===== src/crcms_pkg.sv =====
package crcms_pkg;

  // APB byte addresses of the word-wide registers
  localparam logic [7:0] ADDR_CTRL    = 8'h00; // crc_control_primary
  localparam logic [7:0] ADDR_LEN     = 8'h04; // crc_length_config
  localparam logic [7:0] ADDR_DATH    = 8'h08; // crc_input_high_byte
  localparam logic [7:0] ADDR_DATL    = 8'h0C; // crc_input_low_byte
  localparam logic [7:0] ADDR_ACC     = 8'h10; // checksum_accumulator, 16 bits
  localparam logic [7:0] ADDR_XOR     = 8'h14; // polynomial_tap_register, 16 bits
  localparam logic [7:0] ADDR_SHIFT   = 8'h18; // shifter, read only
  localparam logic [7:0] ADDR_SCTRL   = 8'h1C; // scanner_control
  localparam logic [7:0] ADDR_SLOW    = 8'h20; // scan_low_address
  localparam logic [7:0] ADDR_SHIGH   = 8'h24; // scan_high_address
  localparam logic [7:0] ADDR_FLAGS   = 8'h28; // done flags, write 1 to clear

  // crc_control_primary bits
  localparam int CTL_EN    = 7;
  localparam int CTL_GO    = 6;
  localparam int CTL_BUSY  = 5;
  localparam int CTL_ACCUMULATE_MODE  = 4;
  localparam int CTL_SHIFT = 1;
  localparam int CTL_FULL  = 0;
  // scanner_control bits
  localparam int SC_EN     = 7;
  localparam int SC_TRIG   = 6;
  localparam int SC_GO     = 5;
  localparam int SC_REGION = 2;
  localparam int SC_BURST  = 1;
  localparam int SC_BUSY   = 0;
  // Flag register bits
  localparam int FL_CRC    = 0;
  localparam int FL_SCAN   = 1;

  localparam int SCAN_AW = 22;
  localparam logic [7:0]  CTRL_RESET  = 8'h00;
  localparam logic [7:0]  LEN_RESET   = 8'h00;
  localparam logic [15:0] WORD_RESET  = 16'h0000;
  localparam logic [SCAN_AW-1:0] ADR_RESET = '0;

  typedef struct packed {
    logic                 req;     // Read request to the arbiter
    logic                 region;  // 1 EEPROM, 0 program flash
    logic [SCAN_AW-1:0]   addr;    // Word address
  } crcms_memreq_t;

  typedef struct packed {
    logic        grant;   // Request taken this cycle
    logic        valid;   // Read data valid this cycle
    logic [15:0] data;    // Read data
  } crcms_memrsp_t;

endpackage : crcms_pkg


===== src/crcms_top.sv =====
`timescale 1ns/1ps
// How it works
// (RULE_01) Busy falling from 1 to 0 sets the CRC done flag and raises the interrupt.
// (RULE_02) The CRC done flag clears only by a software write.
// (RULE_03) Data length field holds word length minus one; sets shifts per word.
// (RULE_04) Polynomial length field holds polynomial length minus one; sizes the division.
// (RULE_05) Writing the low data byte starts a word; write high byte first.
// (RULE_06) Full flag is 1 while a word waits, 0 once the shifter took it.
// (RULE_07) Busy reads 1 while shifting is pending, 0 when all bits accumulated.
// (RULE_08) Go bit 1 runs the serial shifter, 0 stops it.
// (RULE_09) Enable bit turns the CRC module on or off.
// (RULE_10) Accumulate mode appends zeros after data; otherwise stop at data end.
// (RULE_11) Shift order 1 shifts LSb first, 0 shifts MSb first.
// (RULE_12) Scanner loads memory words into the data path as needed while go is set.
// (RULE_13) Scanner reads words from low address up through high address.
// (RULE_14) Scan runs while scan go set; ends on clear or address past high.
// (RULE_15) Clearing CRC enable also clears scan go.
// (RULE_16) Scan done flag sets when address passes high; software clears it.
// (RULE_17) Software sets CRC enable and go before scan go.
// (RULE_18) No trigger, no burst: request continuously, arbiter grants by priority; code requests only in SC_REQ, when the CRC can accept data.
// (RULE_19) Trigger on, burst off: request only when the CRC can accept data.
// (RULE_20) Burst on: request always, locking out lower priority until scan ends; code drops the request after each grant and while in SC_WAIT.
// (RULE_21) With trigger and burst, software keeps the trigger source active.
// (RULE_22) Software programs seed, polynomial, lengths and modes before go.
// (RULE_23) Result is final when both flags set and busy and go read 0.
// (RULE_24) Top and bottom polynomial terms are forced to 1; lowest tap bit absent.
// (RULE_25) Augmented mode appends as many zeros as the polynomial length.
// (RULE_26) Data bits above the configured length are ignored.
// (RULE_27) Region bit selects data EEPROM when 1, program flash when 0.
// (RULE_28) Accumulator divides by XOR feedback, one bit per clock while go.
// (RULE_29) Full sets on low byte write, clears on take; busy spans to last bit.
module crcms_top
  import crcms_pkg::*;
(
  input  wire logic          sys_clk,      // 50 MHz clock
  input  wire logic          rst_b,        // Synchronous reset, active low
  input  wire logic          psel,         // APB select
  input  wire logic          penable,      // APB enable
  input  wire logic          pwrite,       // APB direction
  input  wire logic [7:0]    paddr,        // APB byte address
  input  wire logic [31:0]   pwdata,       // APB write data
  output logic      [31:0]   prdata,       // APB read data
  output logic               pready,       // APB ready
  output logic               pslverr,      // APB error, unmapped address
  input  wire logic          scanTrigger,  // Selected trigger source, async
  output crcms_memreq_t      memReq,       // Scanner request to arbiter
  output logic               memLock,      // Burst lock of lower sources
  input  wire crcms_memrsp_t memRsp,       // Arbiter answer
  output logic               crcIrq,       // CRC done interrupt pulse
  output logic               scanIrq       // Scan done interrupt pulse
);

  logic [7:0]  ctrl_q;
  logic [7:0]  len_q;
  logic [7:0]  datH_q;
  logic [7:0]  datL_q;
  logic [15:0] acc_q;
  logic [15:0] xor_q;
  logic [15:0] shift_q;
  logic [7:0]  sctrl_q;
  logic [SCAN_AW-1:0] sLow_q;
  logic [SCAN_AW-1:0] sHigh_q;
  logic        full_q;
  logic [4:0]  bitCnt_q;
  logic [4:0]  zeroCnt_q;
  logic        busy_q;
  logic        crcFlag_q;
  logic        scanFlag_q;
  logic        pend_q;
  logic [2:0]  trigSync_q;
  logic        trig_q;

  logic        apbAcc;
  logic        wrEn;
  logic        mapped;
  logic        takeWord;
  logic        shiftActive;
  logic        zeroActive;
  logic        busyNow;
  logic        goOn;
  logic        crcReady;
  logic        scanWord;
  logic        addrPast;
  logic        scanEnd;

  typedef enum logic [1:0] {SC_IDLE, SC_REQ, SC_WAIT} crcms_scan_t;
  crcms_scan_t scanState_q;

  // Low-order ones covering a field of len+1 bits
  function automatic logic [15:0] crcms_mask(input logic [3:0] len);
    logic [15:0] m;
    m = 16'hFFFF >> (4'd15 - len);
    return m;
  endfunction : crcms_mask

  // One augmented LFSR step: data enters at bit 0, the top bit feeds back; width is poly_length_field+1
  function automatic logic [15:0] crcms_step(input logic [15:0] acc, input logic [15:0] poly,
                                             input logic [3:0] poly_length_field, input logic din);
    logic fb;
    logic [15:0] nxt;
    fb  = acc[poly_length_field];                        // see RULE_04
    nxt = {acc[14:0], din};
    if (fb) begin
      nxt = nxt ^ {poly[15:1], 1'b1};       // see RULE_24
    end
    return nxt & crcms_mask(poly_length_field);
  endfunction : crcms_step

  // Bit selection per order; only bits up to data_length_field count
  function automatic logic crcms_pick(input logic [15:0] sh, input logic [4:0] idx,
                                      input logic lsbFirst);
    logic b;
    b = lsbFirst ? sh[0] : sh[4'(idx - 5'd1)];
    return b;
  endfunction : crcms_pick

  assign apbAcc   = psel && penable;
  assign wrEn     = apbAcc && pwrite;
  assign mapped   = (paddr <= ADDR_FLAGS) && (paddr[1:0] == 2'b00);
  assign goOn     = ctrl_q[CTL_EN] && ctrl_q[CTL_GO];            // see RULE_08
  assign shiftActive = goOn && (bitCnt_q != 5'd0);
  assign zeroActive  = goOn && (bitCnt_q == 5'd0) && (zeroCnt_q != 5'd0);
  assign takeWord = goOn && full_q && !shiftActive && !zeroActive;
  assign busyNow  = full_q || (bitCnt_q != 5'd0) || (zeroCnt_q != 5'd0); // see RULE_07
  assign crcReady = !full_q && !pend_q;
  assign addrPast = sLow_q > sHigh_q;
  assign scanEnd  = sctrl_q[SC_GO] && addrPast && (scanState_q == SC_IDLE);
  assign scanWord = memRsp.valid && (scanState_q == SC_WAIT);

  // APB answers in the access cycle
  always_ff @(posedge sys_clk) begin
    if (!rst_b) begin
      pready  <= 1'b0;
      pslverr <= 1'b0;
      prdata  <= 32'h0000_0000;
    end else begin
      pready  <= psel && !penable;
      pslverr <= psel && !penable && !mapped;
      prdata  <= 32'h0000_0000;
      if (psel && !penable && !pwrite) begin
        case (paddr)
          ADDR_CTRL:  prdata <= {24'h00_0000, ctrl_q[7:6], busy_q, ctrl_q[CTL_ACCUMULATE_MODE], 2'b00,
                                 ctrl_q[CTL_SHIFT], full_q};
          ADDR_LEN:   prdata <= {24'h00_0000, len_q};
          ADDR_DATH:  prdata <= {24'h00_0000, datH_q};
          ADDR_DATL:  prdata <= {24'h00_0000, datL_q};
          ADDR_ACC:   prdata <= {16'h0000, acc_q};
          ADDR_XOR:   prdata <= {16'h0000, xor_q[15:1], 1'b1};
          ADDR_SHIFT: prdata <= {16'h0000, shift_q};
          ADDR_SCTRL: prdata <= {24'h00_0000, sctrl_q[7:5], 2'b00, sctrl_q[SC_REGION],
                                 sctrl_q[SC_BURST], scanState_q != SC_IDLE};
          ADDR_SLOW:  prdata <= {10'h000, sLow_q};
          ADDR_SHIGH: prdata <= {10'h000, sHigh_q};
          ADDR_FLAGS: prdata <= {30'h0000_0000, scanFlag_q, crcFlag_q};
          default:    prdata <= 32'h0000_0000;
        endcase
      end
    end
  end

  // Control and configuration registers
  always_ff @(posedge sys_clk) begin
    if (!rst_b) begin
      ctrl_q  <= CTRL_RESET;
      len_q   <= LEN_RESET;
      xor_q   <= WORD_RESET;
      sHigh_q <= ADR_RESET;
    end else if (wrEn) begin
      case (paddr)
        ADDR_CTRL:  ctrl_q  <= pwdata[7:0] & 8'hD2;         // see RULE_09
        ADDR_LEN:   len_q   <= pwdata[7:0];                 // see RULE_03
        ADDR_XOR:   xor_q   <= {pwdata[15:1], 1'b0};        // see RULE_24
        ADDR_SHIGH: sHigh_q <= pwdata[SCAN_AW-1:0];
        default:    ;
      endcase
    end
  end

  // Data path holding registers, from software or scanner
  always_ff @(posedge sys_clk) begin
    if (!rst_b) begin
      datH_q <= 8'h00;
      datL_q <= 8'h00;
      full_q <= 1'b0;
    end else begin
      if (takeWord) begin
        full_q <= 1'b0;                                     // see RULE_06
      end
      if (wrEn && paddr == ADDR_DATH) begin
        datH_q <= pwdata[7:0];
      end
      if (wrEn && paddr == ADDR_DATL) begin
        datL_q <= pwdata[7:0];
        full_q <= 1'b1;                                     // see RULE_05 RULE_29
      end
      if (scanWord) begin
        {datH_q, datL_q} <= memRsp.data;                    // see RULE_12
        full_q <= 1'b1;
      end
    end
  end

  // Outstanding memory read, cleared when its word lands
  always_ff @(posedge sys_clk) begin
    if (!rst_b) begin
      pend_q <= 1'b0;
    end else if (scanWord || scanState_q == SC_IDLE) begin
      pend_q <= 1'b0;
    end else if (memReq.req && memRsp.grant) begin
      pend_q <= 1'b1;
    end
  end

  // Shifter and accumulator, one bit per clock
  always_ff @(posedge sys_clk) begin
    if (!rst_b) begin
      shift_q   <= WORD_RESET;
      acc_q     <= WORD_RESET;
      bitCnt_q  <= 5'd0;
      zeroCnt_q <= 5'd0;
    end else begin
      if (wrEn && paddr == ADDR_ACC) begin
        acc_q <= pwdata[15:0];                              // see RULE_22
      end
      if (takeWord) begin
        shift_q  <= {datH_q, datL_q} & crcms_mask(len_q[7:4]); // see RULE_26
        bitCnt_q <= {1'b0, len_q[7:4]} + 5'd1;              // see RULE_03
      end else if (shiftActive) begin
        acc_q    <= crcms_step(acc_q, xor_q, len_q[3:0],
                               crcms_pick(shift_q, bitCnt_q, ctrl_q[CTL_SHIFT])); // see RULE_28
        if (ctrl_q[CTL_SHIFT]) begin
          shift_q <= shift_q >> 1;                          // see RULE_11
        end
        bitCnt_q <= bitCnt_q - 5'd1;
        if (bitCnt_q == 5'd1 && ctrl_q[CTL_ACCUMULATE_MODE] && !full_q) begin
          zeroCnt_q <= {1'b0, len_q[3:0]} + 5'd1;           // see RULE_10 RULE_25
        end
      end else if (zeroActive) begin
        if (full_q) begin
          zeroCnt_q <= 5'd0;
        end else begin
          acc_q     <= crcms_step(acc_q, xor_q, len_q[3:0], 1'b0);
          zeroCnt_q <= zeroCnt_q - 5'd1;
        end
      end
    end
  end

  // Busy edge sets the CRC flag; set wins over a clear
  always_ff @(posedge sys_clk) begin
    if (!rst_b) begin
      busy_q    <= 1'b0;
      crcFlag_q <= 1'b0;
      crcIrq    <= 1'b0;
    end else begin
      busy_q <= busyNow;
      crcIrq <= busy_q && !busyNow;                         // see RULE_01
      if (busy_q && !busyNow) begin
        crcFlag_q <= 1'b1;                                  // see RULE_01
      end else if (wrEn && paddr == ADDR_FLAGS && pwdata[FL_CRC]) begin
        crcFlag_q <= 1'b0;                                  // see RULE_02
      end
    end
  end

  // Trigger input through three stages
  always_ff @(posedge sys_clk) begin
    if (!rst_b) begin
      trigSync_q <= 3'b000;
      trig_q     <= 1'b0;
    end else begin
      trigSync_q <= {trigSync_q[1:0], scanTrigger};
      if (trigSync_q[2] == trigSync_q[1]) begin
        trig_q <= trigSync_q[1];
      end
    end
  end

  // Scanner control, addresses and state
  always_ff @(posedge sys_clk) begin
    if (!rst_b) begin
      sctrl_q     <= CTRL_RESET;
      sLow_q      <= ADR_RESET;
      scanState_q <= SC_IDLE;
    end else begin
      if (wrEn && paddr == ADDR_SCTRL) begin
        sctrl_q <= pwdata[7:0] & 8'hE6;
      end
      if (wrEn && paddr == ADDR_SLOW) begin
        sLow_q <= pwdata[SCAN_AW-1:0];
      end
      if (scanEnd) begin
        sctrl_q[SC_GO] <= 1'b0;                             // see RULE_14
      end
      if (!ctrl_q[CTL_EN] || !ctrl_q[CTL_GO]) begin
        sctrl_q[SC_GO] <= 1'b0;                             // see RULE_15
      end
      case (scanState_q)
        SC_IDLE: begin
          if (sctrl_q[SC_GO] && sctrl_q[SC_EN] && !addrPast && crcReady) begin
            scanState_q <= SC_REQ;
          end
        end
        SC_REQ: begin
          if (!sctrl_q[SC_GO]) begin
            scanState_q <= SC_IDLE;
          end else if (memRsp.grant && memReq.req) begin
            scanState_q <= SC_WAIT;
            sLow_q      <= sLow_q + 1'b1;                   // see RULE_13
          end
        end
        SC_WAIT: begin
          if (memRsp.valid) begin
            scanState_q <= SC_IDLE;
          end
        end
        default: scanState_q <= SC_IDLE;
      endcase
    end
  end

  // Scan end sets the scan done flag; set wins over a clear
  always_ff @(posedge sys_clk) begin
    if (!rst_b) begin
      scanFlag_q <= 1'b0;
      scanIrq    <= 1'b0;
    end else begin
      scanIrq <= scanEnd;                                   // see RULE_16
      if (scanEnd) begin
        scanFlag_q <= 1'b1;                                 // see RULE_16
      end else if (wrEn && paddr == ADDR_FLAGS && pwdata[FL_SCAN]) begin
        scanFlag_q <= 1'b0;
      end
    end
  end

  // Arbiter request per trigger and burst mode
  always_ff @(posedge sys_clk) begin
    if (!rst_b) begin
      memReq <= '0;
    end else begin
      memReq.region <= sctrl_q[SC_REGION];                  // see RULE_27
      memReq.addr   <= (scanState_q == SC_REQ && memRsp.grant) ? sLow_q + 1'b1 :
                       ((scanState_q == SC_IDLE) ? sLow_q : memReq.addr);
      if (sctrl_q[SC_BURST]) begin
        // Drops after each grant and stays low in SC_WAIT until the word lands; a grant that arrives in SC_IDLE brings no word
        memReq.req <= sctrl_q[SC_GO] && scanState_q != SC_WAIT &&
                      !(memReq.req && memRsp.grant);       // see RULE_20
      end else if (sctrl_q[SC_TRIG]) begin
        memReq.req <= scanState_q == SC_REQ && !memRsp.grant && trig_q; // see RULE_19
      end else begin
        memReq.req <= scanState_q == SC_REQ && !memRsp.grant;         // see RULE_18
      end
    end
  end

  // Lower sources stay locked out for the whole burst scan
  always_ff @(posedge sys_clk) begin
    if (!rst_b) begin
      memLock <= 1'b0;
    end else begin
      memLock <= sctrl_q[SC_BURST] && sctrl_q[SC_GO];       // see RULE_20
    end
  end

endmodule : crcms_top


===== config.mk =====
export PLATFORM = sky130hd
export DESIGN_NAME = crcms_top
export DESIGN_NICKNAME = d
export VERILOG_FILES = /design/src/crcms_pkg.sv /design/src/crcms_top.sv
export SDC_FILE = /design/constraint.sdc
export NUM_CORES = 1
export LEC_CHECK = 0
export BUFFER_PORTS_ARGS = -buffer_cell sky130_fd_sc_hd__buf_2
export CORE_MARGIN = 2
export CORE_UTILIZATION = 35
export CTS_CLUSTER_DIAMETER = 50
export DETAILED_ROUTE_END_ITERATION = 8
export HOLD_SLACK_MARGIN = 0.02
export PLACE_DENSITY = 0.64
export SLEW_MARGIN = 20
export SYNTH_ARGS = -nofsm -noshare
export SYNTH_HDL_FRONTEND = slang
export SYNTH_SLANG_ARGS = --single-unit

===== constraint.sdc =====
create_clock -name sys_clk -period 5.8 [get_ports sys_clk]
set_input_delay 0.87 -clock sys_clk [delete_from_list [all_inputs] [get_ports sys_clk]]
set_output_delay 0.87 -clock sys_clk [all_outputs]
set_load 0.05 [all_outputs]

==> key figures, run 1 <==
Setup path
  – Slowest stage delay, CP: 0.81 ns
  – CP startpoint: bitCnt_q[0]$_SDFFE_PN0P_
  – FF-to-FF End: shift_q[11]$_SDFFE_PN0P_
  – Reg2reg setup slack: about 2.4 ns
  – Worst path slowest cell: nor2_1
  – Worst path cell trace: inv_1 > ha_1 > nor4b_4 > nor2_1 > nand2_1 > nand2_1 > o311ai_0 > o211a_1
  – Critical path arrival: 3.79 ns
  – WS Path Type: reg -> reg
  – Most used cell, CP: nand2_1
  – CP required: between 6 and 7 ns
  – Max FO, Critical Path: 31
  – CP Capture Type: register
  – Reg2reg start: bitCnt_q[0]$_SDFFE_PN0P_
  – R2R depth: 8
  – Nature of the critical path startpoint: register

Placed design
  – Placement Setup Slack: about 2.4 ns
  – Dpl hpwl: 24700 um
  – DP Area: between 10000 and 15000 sq um
  – Port Buffer Count: around 100
  – GP Congestion: between 0.9 and 1

Detailed routing
  – Avg Vias per Cell: ~5.9
  – Routed length per instance: slightly above 20 um
  – Pre-Repair DR Iteration Count: 8
  – First DRT Iteration DRCs: between 1000 and 1500
  – Vias: a little over 10000
  – Number of remaining DRC errors: 0
  – ANT nets after route: 0
  – WL final: about 35000 um

Global routing
  – Largest net degree at the start of global routing: between 90 and 100
  – Initial antenna violation count: 0
  – Number of global-route vias before repair: slightly above 9000
  – GRT overflow: 0
  – Total track usage: a little over a fifth
  – First-pass GRT wire length: roughly 54000 um

Layout
  – Inserted Diodes: 0
  – Area Overhead vs Synth: 10.6%
  – Commonest non-fill, non-tap cell in the layout: nand2_1
  – Commonest non-fill, non-tap cells in the layout: nand2_1, dfxtp_1, buf_2, nand3_1, a21boi_0
  – Final Util: 39.3%
  – NumNets Final: between 1000 and 1500
  – Fillers: ~3100
  – Fin area: approximately 12000 sq um
  – Share of cells above drive strength 1: ~14%

Timing
  – RSZ-0062 raised after global routing: false
  – Relative slew slack: about 27%
  – Setup ws final: 2.35 ns
  – Max Clk Rate: slightly below 300 MHz
  – Final slew viol count: 0
  – Clock Skew: between 0.01 and 0.015 ns
  – Endpoints failing setup: 0
  – Final min period: 3.45 ns
  – Slew @ Worst Pin: approximately 1.1 ns
  – TNS Setup: 0 ns
  – Final Hold Viols: 0
  – Crit share post-route: between 50 and 60%

Worst hold path
  – Hold Path End: trigSync_q[1]$_SDFF_PN0_
  – HP Class: reg -> reg
  – Hold Path Depth: 1
  – Worst min-delay path startpoint: trigSync_q[0]$_SDFF_PN0_

Clocking
  – Post-CTS Setup Inserts: 0
  – CTS buffer count: 17
  – CTS tree: done
  – Max clock buf depth: 2
  – Root buf cell: clkbuf_16
  – Register clock-pin slew on the reported worst setup and hold paths: 0.08 ns
  – CTS sink cnt: around 200
  – Worst-Skew Late Latency: 0.45 ns
  – Post-cts gate resize count: 0
  – Max H-tree Level: 4
  – CTS Hold Bufs: 0

Flow run
  – Max-Cap Viols: 0

Power
  – Peak supply drop: roughly 0.2 mV
  – Pwr/cell area: around 220 nW/um^2
  – Sw Ratio: 25.0%
  – Internal Power: around 2000 uW
  – NetSw: 666 uW
  – Clk pwr share: 45.1%
  – Combinational share of power: between 4 and 5%
  – Static Leak: 0.00498 uW
  – Overall power: roughly 2700 uW
  – Sequential Power Share: between 50% and 60%

Synthesis
  – Post-Syn Instances: between 1000 and 1500
  – Post-synthesis sequential area ratio: a little over a third
  – Flops & latches, synth: 196
  – Asr flop ratio synth: 0%
  – Syn avg cell area: 8.64 sq um
  – Synthesis Warnings: 0
  – Post-synth cell types: around 80
  – EDFF count, synth: 0
  – Main synth FF type: dfxtp_1
  – Mapped cell area: roughly 11000 sq um

Floorplanning
  – Die Span Y: around 180 um
  – Core box area: about 31000 sq um
  – Die width: roughly 180 um
  – FP Rows: 64
  – Initial Utilization: around 36%
  – I/O pin count: about 130
  – Total die area: 32600 sq um

Status
  – Outcome: finished, final reports clean
## power by group through the flow
stage	Combinational (uW)	Sequential [uW]	Clock, uW
detailed placement	112	1380	0
global placement	112	1380	0
CTS	112	1350	1210
floorplan	67.0	1380	0
global route	119	1350	1260
finish	114	1350	1200
## through the flow
step,instances,hold slack (ns)
floorplan,1271,0.412
CTS,1704,0.444
detailed placement,1672,0.422
global placement,1672,0.421
global route,1704,0.459
finish,1704,0.440
## worst max path at each step
stage | endpoint | slack (ns) | cells after the start
2_1_floorplan | acc_q[0]$_SDFF_PN0_ | 3.40 | 7
3_3_place_gp | prdata[6]$_SDFF_PN0_ | 2.46 | 6
4_1_cts | shift_q[11]$_SDFFE_PN0P_ | 2.38 | 8
5_1_grt | shift_q[11]$_SDFFE_PN0P_ | 2.08 | 8
3_5_place_dp | shift_q[11]$_SDFFE_PN0P_ | 2.41 | 8
6_report | shift_q[11]$_SDFFE_PN0P_ | 2.35 | 8
## synth_stat cells (31+ instances only)
cell,count,area share (%)
mux2i_1,35,3.2
a21boi_0,61,4.2
o21ai_0,37,1.7
nand3_1,78,3.6
ha_1,34,3.9
inv_1,41,1.4
clkbuf_1,61,2.1
nor2b_1,31,1.8
a22oi_1,35,2.4
dfxtp_1,196,36
a222oi_1,32,2.9
nand2_1,211,7.3
o211a_1,49,4.5
nor2_1,32,1.1
## state kept, by name, indices dropped and copies added (netlist names), 2 cells and up
name	count
acc_q	16
bitCnt_q	5
ctrl_q	4
datH_q	8
datL_q	8
len_q	8
memReq	24
prdata	22
sHigh_q	22
sLow_q	22
scanState_q	2
sctrl_q	5
shift_q	16
trigSync_q	3
xor_q	15
zeroCnt_q	5
## area by class of cell
cell class                      instances  area [sq um]  share of cell area [%]
Multi-Input combinational cell        929          6340                    52.6
Sequential cell                       196          3920                    32.5
Timing Repair Buffer                  110           568                    4.71
Tap cell                              396           495                    4.11
Clock buffer                           19           443                    3.67
Inverter                               41           154                    1.28
Clock inverter                         13           136                    1.13
## cells by family (layout without fill, tap and decap cells)
logic type	after synthesis	in the layout	share of synthesized area [%]
muxes	47	47	5.30
adders and majority gates	34	34	3.90
xor gates and xnor gates	30	30	2.41
other	1	10	0.0344
buffers and inverters	146	183	6.20
AOI/OAI and AO/OA	326	326	23.1
and+or+nand+nor	482	482	23.1
DFF	196	196	36.0
## routing by layer
layer | wire (um) | GRT usage (%) | share of wire, % | up-vias
li1 | - | - | - | 4649
met1 | 15500 | 29.3 | 44 | 4869
met2 | 15800 | 32.3 | 45 | 472
met3 | 2780 | 3.42 | 7.9 | 74
met4 | 1120 | 8.74 | 3.2 | 0
met5 | 0 | 0 | 0 | -
## worst max-delay path: cells and delay by family, from the launching register on
family,cells,cell delay [ns]
adders and majority gates,1,0.30
and+or+nand+nor,4,1.86
AOI/OAI and AO/OA,2,0.52
DFF,1,0.48
buffers and inverters,1,0.16
No activity file was read; power rests on OpenSTA's default activity.
==> inputs of run 2 (changes only) <==
--- a/config.mk
+++ b/config.mk
@@ -11,7 +11,7 @@
 export CTS_CLUSTER_DIAMETER = 50
 export DETAILED_ROUTE_END_ITERATION = 8
 export HOLD_SLACK_MARGIN = 0.02
-export PLACE_DENSITY = 0.64
+export PLACE_DENSITY = 0.66
 export SLEW_MARGIN = 20
 export SYNTH_ARGS = -nofsm -noshare
 export SYNTH_HDL_FRONTEND = slang
==> constraint.sdc (replaced) <==
create_clock -name sys_clk -period 3 [get_ports sys_clk]
set_input_delay 0.45 -clock sys_clk [delete_from_list [all_inputs] [get_ports sys_clk]]
set_output_delay 0.45 -clock sys_clk [all_outputs]
set_load 0.05 [all_outputs]
==> key figures, run 2 (synthesized netlist as in run 1, its figures left out) <==
Global routing
  – Largest net degree at the start of global routing: 118 (was 99)
  – GRT overflow: 0 (unchanged)
  – Total track usage: 21.4% (was 21.1%)
  – Number of global-route vias before repair: 9453 (was 9218)
  – First-pass GRT wire length: 55300 um (was 54000 um)
  – Initial antenna violation count: 2 (was 0)

Detailed routing
  – Routed length per instance: 20.5 um (was 20.6 um)
  – Number of remaining DRC errors: 0 (unchanged)
  – Avg Vias per Cell: 5.89 (was 5.91)
  – ANT nets after route: 0 (unchanged)
  – WL final: 35600 um (was 35200 um)
  – First DRT Iteration DRCs: 1223 (was 1302)
  – Pre-Repair DR Iteration Count: 8 (unchanged)
  – Vias: 10200 (was 10100)

Floorplanning
  – Total die area: 32600 sq um (unchanged)
  – Initial Utilization: 35.6% (unchanged)
  – Die width: 181 um (unchanged)
  – I/O pin count: 125 (unchanged)
  – FP Rows: 64 (unchanged)
  – Die Span Y: 181 um (unchanged)
  – Core box area: 30700 sq um (unchanged)

Layout
  – Share of cells above drive strength 1: 16.0% (was 14.0%)
  – Register name with the most flops: memReq (unchanged)
  – Area Overhead vs Synth: 13.2% (was 10.6%)
  – Commonest non-fill, non-tap cells in the layout: nand2_1, dfxtp_1, buf_2, nand3_1, a21boi_0 (unchanged)
  – Largest register FFs: 24 (unchanged)
  – Commonest non-fill, non-tap cell in the layout: nand2_1 (unchanged)
  – NumNets Final: 1425 (was 1393)

Setup path
  – WS Path Type: reg -> reg (unchanged)
  – Nature of the critical path startpoint: register (unchanged)
  – CP startpoint: bitCnt_q[0]$_SDFFE_PN0P_ (unchanged)
  – Max FO, Critical Path: 6 (was 31)
  – Critical path arrival: 2.78 ns (was 3.79 ns)
  – Reg2reg start: bitCnt_q[0]$_SDFFE_PN0P_ (unchanged)
  – CP Capture Type: register (unchanged)
  – Reg2reg setup slack: 0.55 ns (was 2.35 ns)
  – FF-to-FF End: acc_q[0]$_SDFF_PN0_ (was shift_q[11]$_SDFFE_PN0P_)
  – R2R depth: 8 (unchanged)
  – CP required: 3.33 ns (was 6.14 ns)

Clocking
  – CTS Hold Bufs: 0 (unchanged)
  – Post-CTS Setup Inserts: 0 (unchanged)
  – Post-cts gate resize count: 0 (unchanged)
  – CTS tree: done (unchanged)
  – Root buf cell: clkbuf_16 (unchanged)
  – Max H-tree Level: 4 (unchanged)
  – Register clock-pin slew on the reported worst setup and hold paths: 0.08 ns (about the same)
  – CTS buffer count: 17 (unchanged)
  – CTS sink cnt: 196 (unchanged)
  – Worst-Skew Late Latency: 0.45 ns (about the same)
  – Max clock buf depth: 2 (unchanged)

Power
  – Pwr/cell area: 424 nW/um^2 (was 221 nW/um^2)
  – Peak supply drop: 0.393 mV (was 0.203 mV)
  – Static Leak: 0.00516 uW (was 0.00498 uW)

Placed design
  – Placement Setup Slack: 0.445 ns (was 2.41 ns)
  – Port Buffer Count: 104 (unchanged)
  – GP Congestion: 0.940 (was 0.930)
  – Dpl hpwl: 25700 um (was 24700 um)

Timing
  – Setup ws final: 0.552 ns (was 2.35 ns)
  – RSZ-0062 raised after global routing: false (unchanged)
  – Final Hold Viols: 0 (unchanged)
  – Max Clk Rate: 409 MHz (was 290 MHz)
  – Clock Skew: 0.0143 ns (was 0.0140 ns)
  – Worst Hold Slack: 0.217 ns (was 0.440 ns)
  – Slew @ Worst Pin: 0.874 ns (was 1.10 ns)
  – Endpoints failing setup: 0 (unchanged)
  – Crit share post-route: 81.6% (was 59.4%)
  – Relative slew slack: 41.6% (was 26.9%)
  – Final slew viol count: 0 (unchanged)
  – Final min period: 2.45 ns (was 3.45 ns)
  – TNS Setup: 0 ns (unchanged)

Flow run
  – Max-Cap Viols: 0 (unchanged)

Worst hold path
  – Hold Path End: trigSync_q[0]$_SDFF_PN0_ (was trigSync_q[1]$_SDFF_PN0_)
  – Worst min-delay path startpoint: scanTrigger (was trigSync_q[0]$_SDFF_PN0_)
  – HP Class: in -> reg (was reg -> reg)
  – Hold Path Depth: 2 (was 1)

Status
  – Outcome: finished, final reports clean (unchanged)
-- run 2: per-stage QoR --
stage	util, %	instance area (sq um)	cells	power, uW
finish	40.2	12300	1738	5240
global route	40.2	12300	1736	5390
CTS	40.2	12300	1736	5270
detailed placement	38.3	11700	1704	2890
global placement	38.3	11700	1704	2890
floorplan	-	10900	1271	2800
-- run 2: worst max path at each step --
stage | to | slack, ns
2_1_floorplan | bitCnt_q[3]$_SDFFE_PN0P_ | 0.87
3_3_place_gp | sHigh_q[11]$_SDFFE_PN0P_ | 0.52
3_5_place_dp | sHigh_q[5]$_SDFFE_PN0P_ | 0.44
4_1_cts | acc_q[0]$_SDFF_PN0_ | 0.58
5_1_grt | acc_q[0]$_SDFF_PN0_ | 0.38
6_report | acc_q[0]$_SDFF_PN0_ | 0.55
-- run 2: critical path, stage by stage (launching register included) --
cell	delay [ns]
dfxtp_1	0.49
inv_1	0.18
ha_1	0.31
xor2_1	0.33
mux4_2	0.26
mux2i_1	0.07
o31ai_1	0.34
mux2i_1	0.23
a41oi_1	0.11
-- run 2: layout make-up --
type	count	area [sq um]
Timing Repair Buffer	142	821
Clock buffer	20	467
Sequential cell	196	3920
Clock inverter	12	140
Inverter	41	154
Tap cell	396	495
Fill cell	3080	18300
Multi-Input combinational cell	929	6340
Antenna cell	2	5.00
-- run 2: power breakdown --
group / switching, uW / internal, uW / leakage [uW]
sequential: 1.80 / 2600 / 0.00158
clock: 1100 / 1310 / 0.000290
combinational: 162 / 66.2 / 0.00329
total: 1260 / 3980 / 0.00516
-- run 2: per-layer routing --
metal	track usage [%]	wire, um
met5	0	0
met2	32.5	15900
met4	8.45	1200
met3	4.00	3000
met1	29.9	15500
